<file path="config.mk">
export PLATFORM = sky130hd
export DESIGN_NAME = pwsc_sync_chain
export DESIGN_NICKNAME = d
export VERILOG_FILES = /design/src/pkg/pwsc_pkg.sv /design/src/core/pwsc_sync_chain.sv
export VERILOG_INCLUDE_DIRS = /design/src /design/src/pkg
export SDC_FILE = /design/constraint.sdc
export NUM_CORES = 1
export LEC_CHECK = 0
export BUFFER_PORTS_ARGS = -buffer_cell sky130_fd_sc_hd__buf_2
export CAP_MARGIN = 10
export CELL_PAD_IN_SITES_DETAIL_PLACEMENT = 1
export CELL_PAD_IN_SITES_GLOBAL_PLACEMENT = 2
export CORE_ASPECT_RATIO = 0.6
export CORE_MARGIN = 2
export CORE_UTILIZATION = 36
export CTS_BUF_LIST = sky130_fd_sc_hd__clkbuf_8
export DETAILED_ROUTE_END_ITERATION = 16
export PLACE_DENSITY = 0.82
export SKIP_CTS_REPAIR_TIMING = 1
export SLEW_MARGIN = 20
export SYNTH_ARGS = -nofsm -noshare
export SYNTH_HDL_FRONTEND = slang
export SYNTH_SLANG_ARGS = --single-unit
export TNS_END_PERCENT = 10
</file>
<file path="constraint.sdc">
create_clock -name aclk -period 3.4 [get_ports aclk]
set_input_delay 0.68 -clock aclk [delete_from_list [all_inputs] [get_ports aclk]]
set_output_delay 0.68 -clock aclk [all_outputs]
set_load 0.02 [all_outputs]
</file>
<file path="src/pkg/pwsc_params.svh">
// Offsets, field positions, reset values, counter width and bus answers of the sync chain
`ifndef PWSC_PARAMS_SVH
`define PWSC_PARAMS_SVH

// ----------------------------------------
// Register byte offsets
// ----------------------------------------
`define PWSC_OFF_CTRL 8'h00
`define PWSC_OFF_PERIOD 8'h04
`define PWSC_OFF_PHASE 8'h08
`define PWSC_OFF_COMP1 8'h0c
`define PWSC_OFF_COMP2 8'h10
`define PWSC_OFF_STATUS 8'h14

// ----------------------------------------
// Control register fields
// ----------------------------------------
`define PWSC_CTRL_RUN_BIT 0
`define PWSC_CTRL_PLOAD_BIT 1
`define PWSC_CTRL_SOSEL_LSB 2
`define PWSC_CTRL_SOSEL_MSB 3
`define PWSC_CTRL_SWSYNC_BIT 4

// ----------------------------------------
// Reset values and counter width
// ----------------------------------------
`define PWSC_RST_PERIOD 16'hffff
`define PWSC_RST_PHASE 16'h0000
`define PWSC_RST_CMP 16'h0000
`define PWSC_CNT_W 16

// ----------------------------------------
// Bus answers
// ----------------------------------------
`define PWSC_RESP_OKAY 2'b00
`define PWSC_RESP_SLVERR 2'b10

`endif

</file>
<file path="src/pkg/pwsc_pkg.sv">
// Types shared by the sync chain block
package pwsc_pkg;

	// Source of the outgoing sync strobe
	typedef enum logic [1:0] {
		PWSC_SO_FLOW = 2'b00,
		PWSC_SO_PERIOD = 2'b01,
		PWSC_SO_COMP2 = 2'b10,
		PWSC_SO_OFF = 2'b11
	} pwsc_sosel_t;

	// Write handshake state of the bus slave
	typedef enum logic [1:0] {
		PWSC_WR_IDLE = 2'b00,
		PWSC_WR_RESP = 2'b01
	} pwsc_wr_state_t;

	// Sync strobe pin, carried as a struct
	typedef struct packed {
		logic strobe;
	} pwsc_sync_t;

	// Two waveform outputs sharing one time base
	typedef struct packed {
		logic out_b;
		logic out_a;
	} pwsc_pwm_t;

endpackage : pwsc_pkg

</file>
<file path="src/core/pwsc_sync_chain.sv">
// PWM time base with sync chain and AXI4-Lite register slave
//
// What this block does
// - With phase loading on, an incoming sync strobe loads the counter from the phase register.
// - With phase loading off, an incoming sync strobe is ignored and counting goes on.
// - In flow-through selection the outgoing strobe follows the incoming strobe.
// - In period selection a strobe goes out when the counter equals the period value.
// - In compare-B selection a strobe goes out when the counter equals the second compare value.
// - In standalone selection no outgoing strobe is ever sent.
// - Phase-load enable and outgoing source are separate, freely combined fields.
// - Counting up, one PWM period lasts the period value plus one counts.
// - A slave at an integer multiple of the master frequency stays locked by the strobe.
// - Two outputs share one time base for two converter stages.
// - The counter runs from its own registers; only the sync strobe input comes from other modules.
//
// Our own choices: the register offsets and the AXI4-Lite interface to the registers.
`timescale 1ns/100ps
`include "pwsc_params.svh"

module pwsc_sync_chain (
	input wire logic aclk,
	input wire logic aresetn,
	input wire logic [7:0] s_axi_awaddr,
	input wire logic s_axi_awvalid,
	output logic s_axi_awready,
	input wire logic [31:0] s_axi_wdata,
	input wire logic [3:0] s_axi_wstrb,
	input wire logic s_axi_wvalid,
	output logic s_axi_wready,
	output logic [1:0] s_axi_bresp,
	output logic s_axi_bvalid,
	input wire logic s_axi_bready,
	input wire logic [7:0] s_axi_araddr,
	input wire logic s_axi_arvalid,
	output logic s_axi_arready,
	output logic [31:0] s_axi_rdata,
	output logic [1:0] s_axi_rresp,
	output logic s_axi_rvalid,
	input wire logic s_axi_rready,
	input wire pwsc_pkg::pwsc_sync_t sync_strobe_input,
	output pwsc_pkg::pwsc_sync_t sync_strobe_output,
	output pwsc_pkg::pwsc_pwm_t pwm_out
);
	import pwsc_pkg::*;

	// ----------------------------------------
	// Registers
	// ----------------------------------------
	logic run_r;
	logic phase_load_enable_r;
	pwsc_sosel_t sync_output_select_r;
	logic [15:0] period_register_r;
	logic [15:0] phase_register_r;
	logic [15:0] comp1_r;
	logic [15:0] second_compare_value_r;
	logic [15:0] time_base_counter_r;
	logic [15:0] time_base_counter_nxt;
	logic sw_sync_r;
	logic sync_out_r;
	logic sync_seen_r;
	pwsc_pwm_t pwm_r;

	// ----------------------------------------
	// Write and read channel state
	// ----------------------------------------
	logic aw_held_r;
	logic w_held_r;
	logic [7:0] aw_addr_r;
	logic [31:0] w_data_r;
	logic [3:0] w_strb_r;
	logic bvalid_r;
	logic [1:0] bresp_r;
	logic awready_r;
	logic wready_r;
	logic arready_r;
	logic rvalid_r;
	logic [31:0] rdata_r;
	logic [1:0] rresp_r;

	// Handshake decode
	wire aw_take = s_axi_awvalid && !aw_held_r && !bvalid_r;
	wire w_take = s_axi_wvalid && !w_held_r && !bvalid_r;
	wire wr_go = aw_held_r && w_held_r && !bvalid_r;
	wire aw_held_nxt = !wr_go && (aw_held_r || aw_take);
	wire w_held_nxt = !wr_go && (w_held_r || w_take);
	wire bvalid_nxt = wr_go || (bvalid_r && !s_axi_bready);
	wire ar_take = s_axi_arvalid && arready_r && !rvalid_r;
	wire wr_ctrl = wr_go && (aw_addr_r == `PWSC_OFF_CTRL);
	wire wr_period = wr_go && (aw_addr_r == `PWSC_OFF_PERIOD);
	wire wr_phs = wr_go && (aw_addr_r == `PWSC_OFF_PHASE);
	wire wr_comp1 = wr_go && (aw_addr_r == `PWSC_OFF_COMP1);
	wire wr_comp2 = wr_go && (aw_addr_r == `PWSC_OFF_COMP2);
	wire wr_stat = wr_go && (aw_addr_r == `PWSC_OFF_STATUS);
	wire wr_hit = wr_ctrl || wr_period || wr_phs || wr_comp1 || wr_comp2 || wr_stat;

	// Byte-lane merge of 16-bit registers
	function automatic logic [15:0] merge16(input logic [15:0] old, input logic [31:0] d,
		input logic [3:0] s);
		merge16 = {s[1] ? d[15:8] : old[15:8], s[0] ? d[7:0] : old[7:0]};
	endfunction : merge16

	// Address and data capture, taken in either order
	always_ff @(posedge aclk) begin
		if (!aresetn) begin
			aw_held_r <= 1'b0;
			w_held_r <= 1'b0;
			aw_addr_r <= 8'h00;
			w_data_r <= 32'h0000_0000;
			w_strb_r <= 4'h0;
		end else begin
			if (aw_take) begin
				aw_held_r <= 1'b1;
				aw_addr_r <= s_axi_awaddr;
			end
			if (w_take) begin
				w_held_r <= 1'b1;
				w_data_r <= s_axi_wdata;
				w_strb_r <= s_axi_wstrb;
			end
			if (wr_go) begin
				aw_held_r <= 1'b0;
				w_held_r <= 1'b0;
			end
		end
	end

	// Write response
	always_ff @(posedge aclk) begin
		if (!aresetn) begin
			bvalid_r <= 1'b0;
			bresp_r <= `PWSC_RESP_OKAY;
		end else if (wr_go) begin
			bvalid_r <= 1'b1;
			bresp_r <= wr_hit ? `PWSC_RESP_OKAY : `PWSC_RESP_SLVERR;
		end else if (s_axi_bready) begin
			bvalid_r <= 1'b0;
		end
	end

	// Channel readies, registered from the next holding state
	always_ff @(posedge aclk) begin
		if (!aresetn) begin
			awready_r <= 1'b1;
			wready_r <= 1'b1;
		end else begin
			awready_r <= !aw_held_nxt && !bvalid_nxt;
			wready_r <= !w_held_nxt && !bvalid_nxt;
		end
	end

	// Software-steered configuration
	always_ff @(posedge aclk) begin
		if (!aresetn) begin
			run_r <= 1'b0;
			phase_load_enable_r <= 1'b0;
			sync_output_select_r <= PWSC_SO_OFF;
			period_register_r <= `PWSC_RST_PERIOD;
			phase_register_r <= `PWSC_RST_PHASE;
			comp1_r <= `PWSC_RST_CMP;
			second_compare_value_r <= `PWSC_RST_CMP;
		end else begin
			if (wr_ctrl && w_strb_r[0]) begin
				run_r <= w_data_r[`PWSC_CTRL_RUN_BIT];
				phase_load_enable_r <= w_data_r[`PWSC_CTRL_PLOAD_BIT];
				sync_output_select_r <=
					pwsc_sosel_t'(w_data_r[`PWSC_CTRL_SOSEL_MSB:`PWSC_CTRL_SOSEL_LSB]);
			end
			if (wr_period)
				period_register_r <= merge16(period_register_r, w_data_r, w_strb_r);
			if (wr_phs)
				phase_register_r <= merge16(phase_register_r, w_data_r, w_strb_r);
			if (wr_comp1)
				comp1_r <= merge16(comp1_r, w_data_r, w_strb_r);
			if (wr_comp2)
				second_compare_value_r <= merge16(second_compare_value_r, w_data_r, w_strb_r);
		end
	end

	// Software sync pulse, one cycle
	always_ff @(posedge aclk) begin
		if (!aresetn)
			sw_sync_r <= 1'b0;
		else
			sw_sync_r <= wr_ctrl && w_strb_r[0] && w_data_r[`PWSC_CTRL_SWSYNC_BIT];
	end

	// ----------------------------------------
	// Time base
	// ----------------------------------------
	wire sync_arrive = sync_strobe_input.strobe || sw_sync_r;
	wire at_period = (time_base_counter_r == period_register_r);
	wire at_comp2 = (time_base_counter_r == second_compare_value_r);
	// load on sync, ignore when disabled, slave lock
	wire do_load = sync_arrive && phase_load_enable_r;

	// Next count: wraps after period, so period plus one counts
	always_comb begin
		time_base_counter_nxt = time_base_counter_r;
		if (do_load)
			time_base_counter_nxt = phase_register_r;
		else if (run_r)
			time_base_counter_nxt = at_period ? 16'h0000 : time_base_counter_r + 16'h0001;
	end

	// Counter register; runs standalone from its own registers
	always_ff @(posedge aclk) begin
		if (!aresetn)
			time_base_counter_r <= 16'h0000;
		else
			time_base_counter_r <= time_base_counter_nxt;
	end

	// ----------------------------------------
	// Outgoing sync select
	// ----------------------------------------
	logic so_event;
	always_comb begin
		case (sync_output_select_r)
			PWSC_SO_FLOW: so_event = sync_strobe_input.strobe;
			PWSC_SO_PERIOD: so_event = run_r && at_period;
			PWSC_SO_COMP2: so_event = run_r && at_comp2;
			PWSC_SO_OFF: so_event = 1'b0;
			default: so_event = 1'b0;
		endcase
	end

	// single-cycle strobe except in flow-through; slave locks on every master strobe
	always_ff @(posedge aclk) begin
		if (!aresetn)
			sync_out_r <= 1'b0;
		else
			sync_out_r <= so_event && !(sync_out_r && sync_output_select_r != PWSC_SO_FLOW);
	end

	// Sticky sync-seen flag, set wins over clear
	always_ff @(posedge aclk) begin
		if (!aresetn)
			sync_seen_r <= 1'b0;
		else if (sync_strobe_input.strobe)
			sync_seen_r <= 1'b1;
		else if (wr_stat && w_strb_r[0] && w_data_r[0])
			sync_seen_r <= 1'b0;
	end

	// ----------------------------------------
	// Two outputs on one time base
	// ----------------------------------------
	// A and B high while counter below their compares
	always_ff @(posedge aclk) begin
		if (!aresetn)
			pwm_r <= '0;
		else begin
			pwm_r.out_a <= run_r && (time_base_counter_nxt < comp1_r);
			pwm_r.out_b <= run_r && (time_base_counter_nxt < second_compare_value_r);
		end
	end

	// ----------------------------------------
	// Read channel
	// ----------------------------------------
	logic [31:0] rd_mux;
	logic rd_hit;
	always_comb begin
		rd_hit = 1'b1;
		case (s_axi_araddr)
			`PWSC_OFF_CTRL: rd_mux = {28'h0, sync_output_select_r, phase_load_enable_r, run_r};
			`PWSC_OFF_PERIOD: rd_mux = {16'h0, period_register_r};
			`PWSC_OFF_PHASE: rd_mux = {16'h0, phase_register_r};
			`PWSC_OFF_COMP1: rd_mux = {16'h0, comp1_r};
			`PWSC_OFF_COMP2: rd_mux = {16'h0, second_compare_value_r};
			`PWSC_OFF_STATUS: rd_mux = {time_base_counter_r, 15'h0, sync_seen_r};
			default: begin
				rd_mux = 32'h0000_0000;
				rd_hit = 1'b0;
			end
		endcase
	end

	// Read answer one cycle after address taken
	always_ff @(posedge aclk) begin
		if (!aresetn) begin
			arready_r <= 1'b1;
			rvalid_r <= 1'b0;
			rdata_r <= 32'h0000_0000;
			rresp_r <= `PWSC_RESP_OKAY;
		end else if (ar_take) begin
			arready_r <= 1'b0;
			rvalid_r <= 1'b1;
			rdata_r <= rd_mux;
			rresp_r <= rd_hit ? `PWSC_RESP_OKAY : `PWSC_RESP_SLVERR;
		end else if (rvalid_r && s_axi_rready) begin
			rvalid_r <= 1'b0;
			arready_r <= 1'b1;
		end
	end

	// Output drive
	assign s_axi_awready = awready_r;
	assign s_axi_wready = wready_r;
	assign s_axi_bvalid = bvalid_r;
	assign s_axi_bresp = bresp_r;
	assign s_axi_arready = arready_r;
	assign s_axi_rvalid = rvalid_r;
	assign s_axi_rdata = rdata_r;
	assign s_axi_rresp = rresp_r;
	assign sync_strobe_output.strobe = sync_out_r;
	assign pwm_out = pwm_r;

	// ----------------------------------------
	// Assertions
	// ----------------------------------------
	// phase load from the pin
	pin_load_a: assert property (@(posedge aclk) disable iff (!aresetn)
		(sync_strobe_input.strobe && phase_load_enable_r) |=>
		(time_base_counter_r == $past(phase_register_r)))
		else $error("phase not loaded on sync");
	phase_load_a: assert property (@(posedge aclk) disable iff (!aresetn)
		do_load |=> time_base_counter_r == $past(phase_register_r))
		else $error("phase load missed");
	ignore_sync_a: assert property (@(posedge aclk) disable iff (!aresetn)
		(sync_strobe_input.strobe && !phase_load_enable_r && run_r && !at_period) |=>
		time_base_counter_r == $past(time_base_counter_r) + 16'h0001)
		else $error("counter disturbed by ignored sync");
	flow_through_a: assert property (@(posedge aclk) disable iff (!aresetn)
		(sync_output_select_r == PWSC_SO_FLOW && sync_strobe_input.strobe &&
		!sync_out_r) |=> sync_strobe_output.strobe)
		else $error("flow-through strobe lost");
	period_sync_a: assert property (@(posedge aclk) disable iff (!aresetn)
		(sync_output_select_r == PWSC_SO_PERIOD && run_r && at_period && !sync_out_r)
		|=> sync_strobe_output.strobe)
		else $error("period sync missing");
	comp2_sync_a: assert property (@(posedge aclk) disable iff (!aresetn)
		(sync_output_select_r == PWSC_SO_COMP2 && run_r && at_comp2 && !sync_out_r)
		|=> sync_strobe_output.strobe)
		else $error("compare-B sync missing");
	standalone_off_a: assert property (@(posedge aclk) disable iff (!aresetn)
		sync_output_select_r == PWSC_SO_OFF ##1 sync_output_select_r == PWSC_SO_OFF
		|-> !sync_strobe_output.strobe)
		else $error("strobe sent in standalone");
	period_wrap_a: assert property (@(posedge aclk) disable iff (!aresetn)
		(run_r && at_period && !do_load) |=> time_base_counter_r == 16'h0000)
		else $error("counter did not wrap at period");
	single_pulse_a: assert property (@(posedge aclk) disable iff (!aresetn)
		(sync_strobe_output.strobe && sync_output_select_r != PWSC_SO_FLOW &&
		$stable(sync_output_select_r)) |=> !sync_strobe_output.strobe)
		else $error("sync strobe wider than one cycle");
	count_up_a: assert property (@(posedge aclk) disable iff (!aresetn)
		(run_r && !at_period && !do_load) |=> time_base_counter_r ==
		$past(time_base_counter_r) + 16'h0001)
		else $error("counter did not advance");

	cover property (@(posedge aclk) disable iff (!aresetn) do_load);
	cover property (@(posedge aclk) disable iff (!aresetn)
		sync_output_select_r == PWSC_SO_PERIOD && sync_strobe_output.strobe);
	cover property (@(posedge aclk) disable iff (!aresetn)
		sync_output_select_r == PWSC_SO_COMP2 && sync_strobe_output.strobe);
	cover property (@(posedge aclk) disable iff (!aresetn)
		sync_output_select_r == PWSC_SO_FLOW && sync_strobe_output.strobe);

endmodule : pwsc_sync_chain

</file>
==> metrics.md, run 1 <==
| Metric | Value |
|---|---|
| Worst-Skew Late Latency | 490 ps |
| PD cells | 403 mW/mm^2 |
| Crit path max fanout | 5 |
| Worst reg2reg setup slack | 190 ps |
| Share of the synthesized area in the top cell type | 0.407 |
| Vias in the first global route | 6547 |
| Layout area overhead | 18.2% |
| Max Cap Viol | 0 |
| Unrepaired setup endpoints after global routing | false |
| Total global routing track utilization | 0.244 |
| FP Rows | 41 |
| Ys flop type | dfxtp_1 |
| Hold Crit Start | s_axi_awaddr[1] |
| Core box area | 0.0209 mm^2 |
| Slew Limit Headroom | 0.300 |
| Internal power | 0.00269 W |
| Clock root buffer | clkbuf_8 |
| Cell Area, Synth | 0.00767 mm^2 |
| Final design utilization | 0.433 |
| Antenna diode count | 0 |
| Worst Tran Pin Value | 1050 ps |
| Via count | 6709 |
| PortBufs | 83 |
| Crit path from | period_register_r[3]$_SDFFE_PN1P_ |
| Post-route minimum period | 3210 ps |
| DRT iter0 DRCs | 465 |
| Final WL | 26.1 mm |
| CP required | 3820 ps |
| Most common cell after layout, fill and taps aside | dfxtp_1 |
| Synth area leader | dfxtp_1 |
| HPWL after DPL | 19.7 mm |
| CTS Buffer Depth | 2 |
| Top cells by area, synth | dfxtp_1 (41%), mux2i_1 (9.5%), nand2_1 (5.5%) |
| Synth Area per Inst | 8.84 um^2 |
| RR Startpoint | period_register_r[3]$_SDFFE_PN1P_ |
| Layout Nets | 1060 |
| Worst Setup Start Kind | flip-flop |
| Warnings from Yosys | 0 |
| Cells after DPL | 1223 |
| CTS clock-pin slew for the worst setup and hold paths | 90 ps |
| Inserted Clock Buffers | 17 |
| Final Cycle Share | 0.943 |
| IO Pins | 104 |
| Final hold violation count | 0 |
| Setup crit end kind | flip-flop |
| Clock Sinks | 156 |
| Worst min path class | in2reg |
| H-tree depth | 4 |
| Setup TNS | 0 ps |
| Setup-failing EPs final | 0 |
| Synthesized flop and latch total | 156 |
| WP data arrival | 3630 ps |
| Congestion Overflow GR | 0 |
| Fin. max-slew vios | 0 |
| Post-layout instance area | 0.00907 mm^2 |
| First-pass GRT wire length | 40.1 mm |
| Skew final | 17.7 ps |
| Combinational power share | 0.072 |
| Layout cells sized above 1 | 0.196 |
| DR pass1 iterations | 5 |
| Flop pwr share | 0.523 |
| Die width | 192 um |
| Pin count of the biggest net entering global routing | 108 |
| Register area share after synthesis | 0.407 |
| Post-synth EDFFs | 0 |
| Placed cell area | 0.00859 mm^2 |
| Post-route ant nets | 0 |
| CP Class | reg2reg |
| Full die area | 0.0225 mm^2 |
| Initial antenna violation count | 1 |
| Post-synth ARST share | 0 |
| Cells after Synth | 867 |
| Switching power share of the total | 0.263 |
| Clock Power Share | 0.405 |
| VDD IR max | 0.204 mV |
| Die height | 117 um |
| Switch Pwr | 0.000960 W |
| Outcome | complete, no violations |
| Fmax | 0.312 GHz |
| Most frequent cells in the layout | dfxtp_1 (152), nand2_1 (113), nor2_1 (94), buf_2 (83), mux2i_1 (73) |
| Final GP Congestion | 0.894 |
| DRC | 0 |
| Post-DR wirelength/cell | 20.7 um |
| CTS tree | built |
| DR vias/cell | 5.33 |
| Design Power | 0.00365 W |
| Leakage | 3.83 nW |
| Non-filler cells, final | 1259 |
| Initial Util | 0.366 |
| Yosys cell types | 61 |
==> registers in the layout, summed over array words and instances (netlist names), 2 cells and up <==
register	cells
period_register_r	16
s_axi_rdata	32
time_base_counter_r	16
pwm_out	2
w_data_r	16
aw_addr_r	8
sync_output_select_r	2
w_strb_r	2
phase_register_r	16
second_compare_value_r	16
comp1_r	16
==> per-stage QoR <==
stage | hold slack [ps] | setup WS (ps)
after floorplan | 448 | 397
after global placement | 438 | 120
after detailed placement | 444 | -8.36
after CTS | 403 | -131
after global routing | 415 | 12.4
final | 429 | 193
==> power groups by stage <==
stage | clock, W | sequential (W) | combinational [W]
global route | 0.00159 | 0.00192 | 0.000293
finish | 0.00148 | 0.00191 | 0.000264
detailed placement | 0 | 0.00195 | 0.000262
global placement | 0 | 0.00195 | 0.000258
CTS | 0.00151 | 0.00191 | 0.000264
floorplan | 0 | 0.00194 | 0.000169
==> routing by layer <==
layer	GRT usage	share of wire	vias to the layer above
li1	-	-	3245
met1	0.362	0.52	3272
met2	0.351	0.41	167
met3	0.0507	0.051	25
met4	0.0753	0.013	0
met5	0	0	-
==> final timing paths <==
check                                end  cells past startpoint
max                pwm_out[0]$_SDFF_PN0_                     14
min            aw_addr_r[1]$_SDFFE_PN0P_                      3
max reg2reg        pwm_out[0]$_SDFF_PN0_                     14
min reg2reg  s_axi_rdata[7]$_SDFFE_PN0P_                      2
==> cell families after synthesis <==
| kind of cell | after synthesis | synth area share |
|---|---|---|
| multiplexers | 77 | 0.107 |
| other | 1 | 0.000489 |
| XOR/XNOR | 45 | 0.0514 |
| flip-flops | 156 | 0.407 |
| AO/OA/AOI/OAI | 177 | 0.148 |
| buffers and inverters | 96 | 0.0512 |
| AND/OR/NAND/NOR | 282 | 0.180 |
| adder cells (fa/ha/maj) | 33 | 0.0539 |
==> cell usage after synthesis (8+ instances only) <==
master      n
dfxtp_1   156
nand2_1   113
nor2_1     94
mux2i_1    73
a21oi_1    51
o21ai_0    43
xor2_1     41
inv_1      39
clkbuf_1   38
ha_1       33
a22oi_1    20
a211oi_1   12
nand4_1    11
nor4_1     10
a221oi_1    8
buf_2       8
nand3_1     8
o211ai_1    8
==> critical path, cell delays in order (launching register included) <==
cell and delay (ps):
dfxtp_1 350, xor2_1 210, nor4_1 280, nand4_1 270
nor2_1 170, buf_4 150, a211oi_1 50, buf_4 150
ha_1 280, a2111oi_1 390, o21ai_0 140, a41oi_1 270
buf_4 180, nand3_1 90, o21ai_1 150
==> area by class of cell <==
cell class / count / area (um^2)
clock inverters: 14 / 155
multi-input cells: 616 / 4200
flip-flops and latches: 156 / 3130
repair buffers: 135 / 835
fillers: 2515 / 11900
clock buffers: 18 / 248
inverters: 41 / 155
well taps: 279 / 349
(Power assumes the default switching activity.)
==> run 2, diff against run 1 <==
BUFFER_PORTS_ARGS = -buffer_cell sky130_fd_sc_hd__buf_4   (was -buffer_cell sky130_fd_sc_hd__buf_2)
==> run 2 against run 1 <==
Against the previous run: register-to-register slack improved by 20 ps; count of clock-buffer cells in the layout did not move; setup slack better by 18 ps; sequential power about the same; hold slack improved by 8.3 ps; sequential share of layout area shrank 0.81 points; non-clock buffer count unchanged; final cell count did not move; wire length rose by 1.1%.
==> metrics.md, run 2 (synthesis results as in run 1) <==
| Metric | Value |
|---|---|
| Setup-failing EPs final | 0 (unchanged) |
| Outcome | complete, no violations |
| Cells after DPL | 1224 (+0.082%) |
| Placed cell area | 0.00881 mm^2 (+2.5%) |
| Inserted Clock Buffers | 17 (unchanged) |
| Die width | 192 um (unchanged) |
| DRT iter0 DRCs | 423 (-9.0%) |
| Die height | 117 um (unchanged) |
| Fmax | 0.314 GHz (+0.57%) |
| Critical path buffer and inverter count | 2 (-1) |
| Dpl ws | 19.4 ps (+27.8 ps) |
| Pin count of the biggest net entering global routing | 88 (-19%) |
| Worst path max stage delay | 470 ps (+80 ps) |
| First-pass GRT wire length | 40.5 mm (+0.79%) |
| Final hold slack | 438 ps (+8.30 ps) |
| Max FFs per register | 32 (unchanged) |
| DR vias/cell | 5.38 (+1.0%) |
| CTS clock-pin slew for the worst setup and hold paths | 90 ps (about the same) |
| Core box area | 0.0209 mm^2 (unchanged) |
| WP data arrival | 3590 ps (-40 ps) |
| Full die area | 0.0225 mm^2 (unchanged) |
| Slew Limit Headroom | 0.283 (-0.0168) |
| Worst Setup Start Kind | flip-flop |
| Switching power share of the total | 0.261 (-0.00176) |
| Fin. max-slew vios | 0 (unchanged) |
| DR pass1 iterations | 5 (unchanged) |
| PortBufs | 83 (unchanged) |
| Post-route minimum period | 3190 ps (-18.1 ps) |
| Switch Pwr | 0.000957 W (-0.38%) |
| Worst Tran Pin Value | 1080 ps (+29.7 ps) |
| Post-layout instance area | 0.00928 mm^2 (+2.3%) |
| CP required | 3800 ps (-20 ps) |
| Setup slack after layout | 211 ps (+18.1 ps) |
| Most common cell after layout, fill and taps aside | dfxtp_1 |
| Crit path max-delay family | compound AO/OA/AOI/OAI gates |
| Layout cells sized above 1 | 0.199 (+0.00306) |
| Worst min path class | in2reg |
| Clock Power Share | 0.401 (-0.004) |
| Worst-Skew Late Latency | 480 ps (about the same) |
| Design Power | 0.00366 W (+0.29%) |
| H-tree depth | 4 (unchanged) |
| Final hold violation count | 0 (unchanged) |
| Vias in the first global route | 6703 (+2.4%) |
| Leakage | 3.84 nW (+0.30%) |
| Skew final | 17.1 ps (-0.606 ps) |
| DRC | 0 (unchanged) |
| CTS tree | built |
| Post-DR wirelength/cell | 21.0 um (+1.1%) |
| Layout area overhead | 21.0% |
| Max Cap Viol | 0 (unchanged) |
| Total global routing track utilization | 0.245 (+0.00120) |
| Setup crit end kind | flip-flop |
| Internal power | 0.00270 W (+0.53%) |
| Initial antenna violation count | 0 (-1) |
| Crit path cell chain | nand4_1 > buf_4 > nor3_1 > nand3_1 > xor2_1 > a211oi_1 > ha_1 > a211o_1 > a41oi_2 > buf_4 > nand3_1 > o21ai_0 |
| Antenna diode count | 0 (unchanged) |
| FP Rows | 41 (unchanged) |
| Hold Crit Start | s_axi_rready |
| Post-route ant nets | 0 (unchanged) |
| Final WL | 26.4 mm (+1.1%) |
| VDD IR max | 0.245 mV (+20%) |
| Clock root buffer | clkbuf_8 |
| Clock Sinks | 156 (unchanged) |
| Final Cycle Share | 0.938 (-0.00533) |
| Crit path from | time_base_counter_r[5]$_SDFF_PN0_ |
| Initial Util | 0.366 (unchanged) |
| PD cells | 395 mW/mm^2 (-2.0%) |
| Flop pwr share | 0.521 (-0.002) |
| Layout Nets | 1060 (unchanged) |
| CP Class | reg2reg |
| Via count | 6779 (+1.0%) |
| Non-filler cells, final | 1259 (unchanged) |
| CTS Buffer Depth | 2 (unchanged) |
| Most frequent cells in the layout | dfxtp_1 (154), buf_4 (133), nand2_1 (113), nor2_1 (94), mux2i_1 (73) |
| Crit path max fanout | 5 (unchanged) |
| HPWL after DPL | 20.1 mm (+1.8%) |
| Combinational power share | 0.077 (+0.005) |
| IO Pins | 104 (unchanged) |
| Slowest CP cell | dfxtp_1 |
| Final GP Congestion | 0.923 (+3.2%) |
| RR Startpoint | time_base_counter_r[5]$_SDFF_PN0_ |
| Congestion Overflow GR | 0 (unchanged) |
[run 2: changes by cell type in the layout (fill, tap and decap cells not counted), sizes merged]
cell,change
clkinv,+3
inv,-3
[run 2: cell type report]
cell class,instances,area (um^2)
Clock buffer,18,248
Clock inverter,14,154
Fill cell,2445,11700
Inverter,41,155
Multi-Input combinational cell,616,4210
Sequential cell,156,3130
Tap cell,279,349
Timing Repair Buffer,135,1040
[run 2: power groups by stage]
stage | clock network (W) | registers, W | logic (W)
2_1_floorplan | 0 | 0.00194 | 0.000169
3_3_place_gp | 0 | 0.00195 | 0.000277
4_1_cts | 0.00150 | 0.00191 | 0.000284
3_5_place_dp | 0 | 0.00195 | 0.000282
6_report | 0.00147 | 0.00191 | 0.000284
5_1_grt | 0.00158 | 0.00191 | 0.000310
[run 2: worst register-to-register path: cells and delay by family, from the launching register on]
kind / cells / cell delay [ps]
adders and majority gates: 1 / 330
and+or+nand+nor: 4 / 710
DFF: 1 / 470
AOI/OAI and AO/OA: 4 / 1090
xor gates and xnor gates: 1 / 180
buffers and inverters: 2 / 350
[run 2: metrics by stage]
| step | util | TNS (ps) |
|---|---|---|
| final | 0.443 | 0 |
| after global placement | 0.421 | 0 |
| after global routing | 0.443 | -0.0755 |
| after CTS | 0.440 | -53.3 |
| after floorplan | - | 0 |
| after detailed placement | 0.421 | 0 |
[run 2: per-layer routing]
| metal | part of all wire | track usage | up-vias |
|---|---|---|---|
| li1 | - | - | 3230 |
| met1 | 0.52 | 0.368 | 3370 |
| met2 | 0.42 | 0.353 | 161 |
| met3 | 0.055 | 0.0513 | 18 |
| met4 | 0.0099 | 0.0631 | 0 |
| met5 | 0 | 0 | - |
[run 2: worst paths after layout]
path                                      end  slack (ps)  cells past startpoint
setup / recovery        pwm_out[1]$_SDFF_PN0_         210                     12
hold / removal     s_axi_arready$_SDFFE_PN1P_         440                      3
setup reg to reg        pwm_out[1]$_SDFF_PN0_         210                     12
hold reg to reg   s_axi_rdata[2]$_SDFFE_PN0P_         460                      2
==> run 3, diff against run 2 <==
CORE_ASPECT_RATIO = default   (was 0.6)
==> run 3 against run 2 <==
Against the previous run: die area down 0.17%; design area up 0.89%; total power down 1.3%; final cell count up 0.48%; first-iteration DRC count down 3.3%; critical endpoint is now pwm_out[0]$_SDFF_PN0_; largest power group unchanged.
==> metrics.md, run 3 (synthesis results as in run 1) <==
| Metric | Value |
|---|---|
| Outcome | complete, no violations |
| Hold path cells | 3 (unchanged) |
| Pin count of the biggest net entering global routing | 45 (-49%) |
| R2R depth | 14 (+2) |
| Vias in the first global route | 6883 (+2.7%) |
| Area occupied by multi-input gates | 0.00423 mm^2 (+0.54%) |
| Max Cap Viol | 0 (unchanged) |
| H-tree depth | 4 (unchanged) |
| IO Pins | 104 (unchanged) |
| CP Class | reg2reg |
| Final Cycle Share | 0.964 (+0.0264) |
| Worst Tran Pin Value | 776 ps (-300 ps) |
| DR pass1 iterations | 7 (+2) |
| Skew final | 16.5 ps (-0.623 ps) |
| Layout Nets | 1070 (+0.94%) |
| CP required | 3810 ps (about the same) |
| Leakage | 3.89 nW (+1.4%) |
| Congestion Overflow GR | 0 (unchanged) |
| DR vias/cell | 5.42 (+0.71%) |
| Most common cell after layout, fill and taps aside | dfxtp_1 |
| Inserted Clock Buffers | 17 (unchanged) |
| Post-DR wirelength/cell | 20.7 um (-1.1%) |
| PortBufs | 83 (unchanged) |
| Fill cells | 2483 (+1.6%) |
| Slew Limit Headroom | 0.481 (+0.198) |
| Clock Sinks | 156 (unchanged) |
| Total global routing track utilization | 0.239 (-0.00552) |
| DRT iter0 DRCs | 409 (-3.3%) |
| Setup-failing EPs final | 0 (unchanged) |
| Final WL | 26.2 mm (-0.60%) |
| HPWL after DPL | 20.1 mm (+0.11%) |
| Max FFs per register | 32 (unchanged) |
| Register area | 0.00313 mm^2 (unchanged) |
| Full die area | 0.0225 mm^2 (-0.17%) |
| WP data arrival | 3690 ps (+100 ps) |
| Crit path max fanout | 5 (unchanged) |
| Fmax | 0.305 GHz (-2.7%) |
| Die width | 150 um (-22%) |
| Worst-Skew Late Latency | 460 ps (-20 ps) |
| Initial Util | 0.366 (-0.000437) |
| Non-filler cells, final | 1265 (+0.48%) |
| Antenna diode count | 0 (unchanged) |
| Most frequent cells in the layout | dfxtp_1 (154), buf_4 (143), nand2_1 (113), nor2_1 (93), mux2i_1 (73) |
| Layout cells sized above 1 | 0.212 (+0.0131) |
| Layout area overhead | 22.1% |
| CTS Buffer Depth | 2 (unchanged) |
| CTS clock-pin slew for the worst setup and hold paths | 90 ps (about the same) |
| Initial antenna violation count | 0 (unchanged) |
| Worst min path class | in2reg |
| Final design utilization | 0.447 (+0.00341) |
| Clock root buffer | clkbuf_8 |
| Fin. max-slew vios | 0 (unchanged) |
| Worst reg2reg setup slack | 120 ps (-90 ps) |
| Worst Setup Start Kind | flip-flop |
| Post-route ant nets | 0 (unchanged) |
| Core box area | 0.0210 mm^2 (+0.12%) |
| DRC | 0 (unchanged) |
| CTS tree | built |
| Via count | 6860 (+1.2%) |
| Final hold violation count | 0 (unchanged) |
| PD cells | 386 mW/mm^2 (-2.2%) |
| First-pass GRT wire length | 40.0 mm (-1.1%) |
| Final GP Congestion | 0.974 (+5.5%) |
| Setup crit end kind | flip-flop |
| FP Rows | 53 (+29%) |
| Die height | 150 um (+28%) |
| Post-route minimum period | 3280 ps (+89.8 ps) |
| Cells after DPL | 1233 (+0.74%) |
| VDD IR max | 0.223 mV (-9.0%) |
## run 3: cell count changes in the layout (fill, tap and decap cells not counted), sizes merged
cell    change
inv         +3
bufinv      -1
clkinv      -2
buf        +10
## run 3: where the power goes
part / switching (W) / total, W / internal (W)
registers: 0.0000492 / 0.00191 / 0.00186
clock network: 0.000744 / 0.00142 / 0.000672
logic: 0.000169 / 0.000289 / 0.000121
## run 3: layer usage
layer,vias up,GRT usage,part of all wire
met4,0,0.0882,0.027
met3,43,0.0360,0.042
met1,3382,0.333,0.49
met2,178,0.375,0.45
li1,3257,-,-
met5,-,0,0
## run 3: through the flow
step	setup WS, ps	hold slack [ps]	area (um^2)	TNS [ps]	power (W)
after CTS	-166	433	9290	-256	0.00365
after floorplan	397	448	7670	0	0.00211
final	121	454	9360	0	0.00361
after global routing	-37.4	441	9360	-59.9	0.00376
after detailed placement	-192	449	8890	-298	0.00224
after global placement	-172	437	8890	-218	0.00223
## run 3: layout make-up
class / instances / share of cell area
multi-input combinational: 616 / 0.452
clock buffer: 18 / 0.0265
timing repair buffer: 145 / 0.119
inverter: 41 / 0.0166
clock inverter: 14 / 0.0154
sequential: 156 / 0.334
tap: 275 / 0.0368
## run 3: path summary, 6_finish.rpt
check	start	to
worst max-delay path	time_base_counter_r[1]$_SDFF_PN0_	pwm_out[0]$_SDFF_PN0_
worst min-delay path	s_axi_awaddr[0]	aw_addr_r[0]$_SDFFE_PN0P_
worst max register to register	time_base_counter_r[1]$_SDFF_PN0_	pwm_out[0]$_SDFF_PN0_
worst min register to register	s_axi_rdata[10]$_SDFFE_PN0P_	s_axi_rdata[10]$_SDFFE_PN0P_
## run 3: critical path, cell delays in order, from the launching register on
cell,delay [ps]
dfxtp_2,380
and3_1,240
nor2b_1,240
buf_4,180
and4_1,210
xnor2_1,100
a211oi_1,460
ha_1,350
a21oi_1,150
o21ai_1,120
buf_4,160
a311oi_1,280
o41ai_2,110
o21ai_2,110
buf_4,140
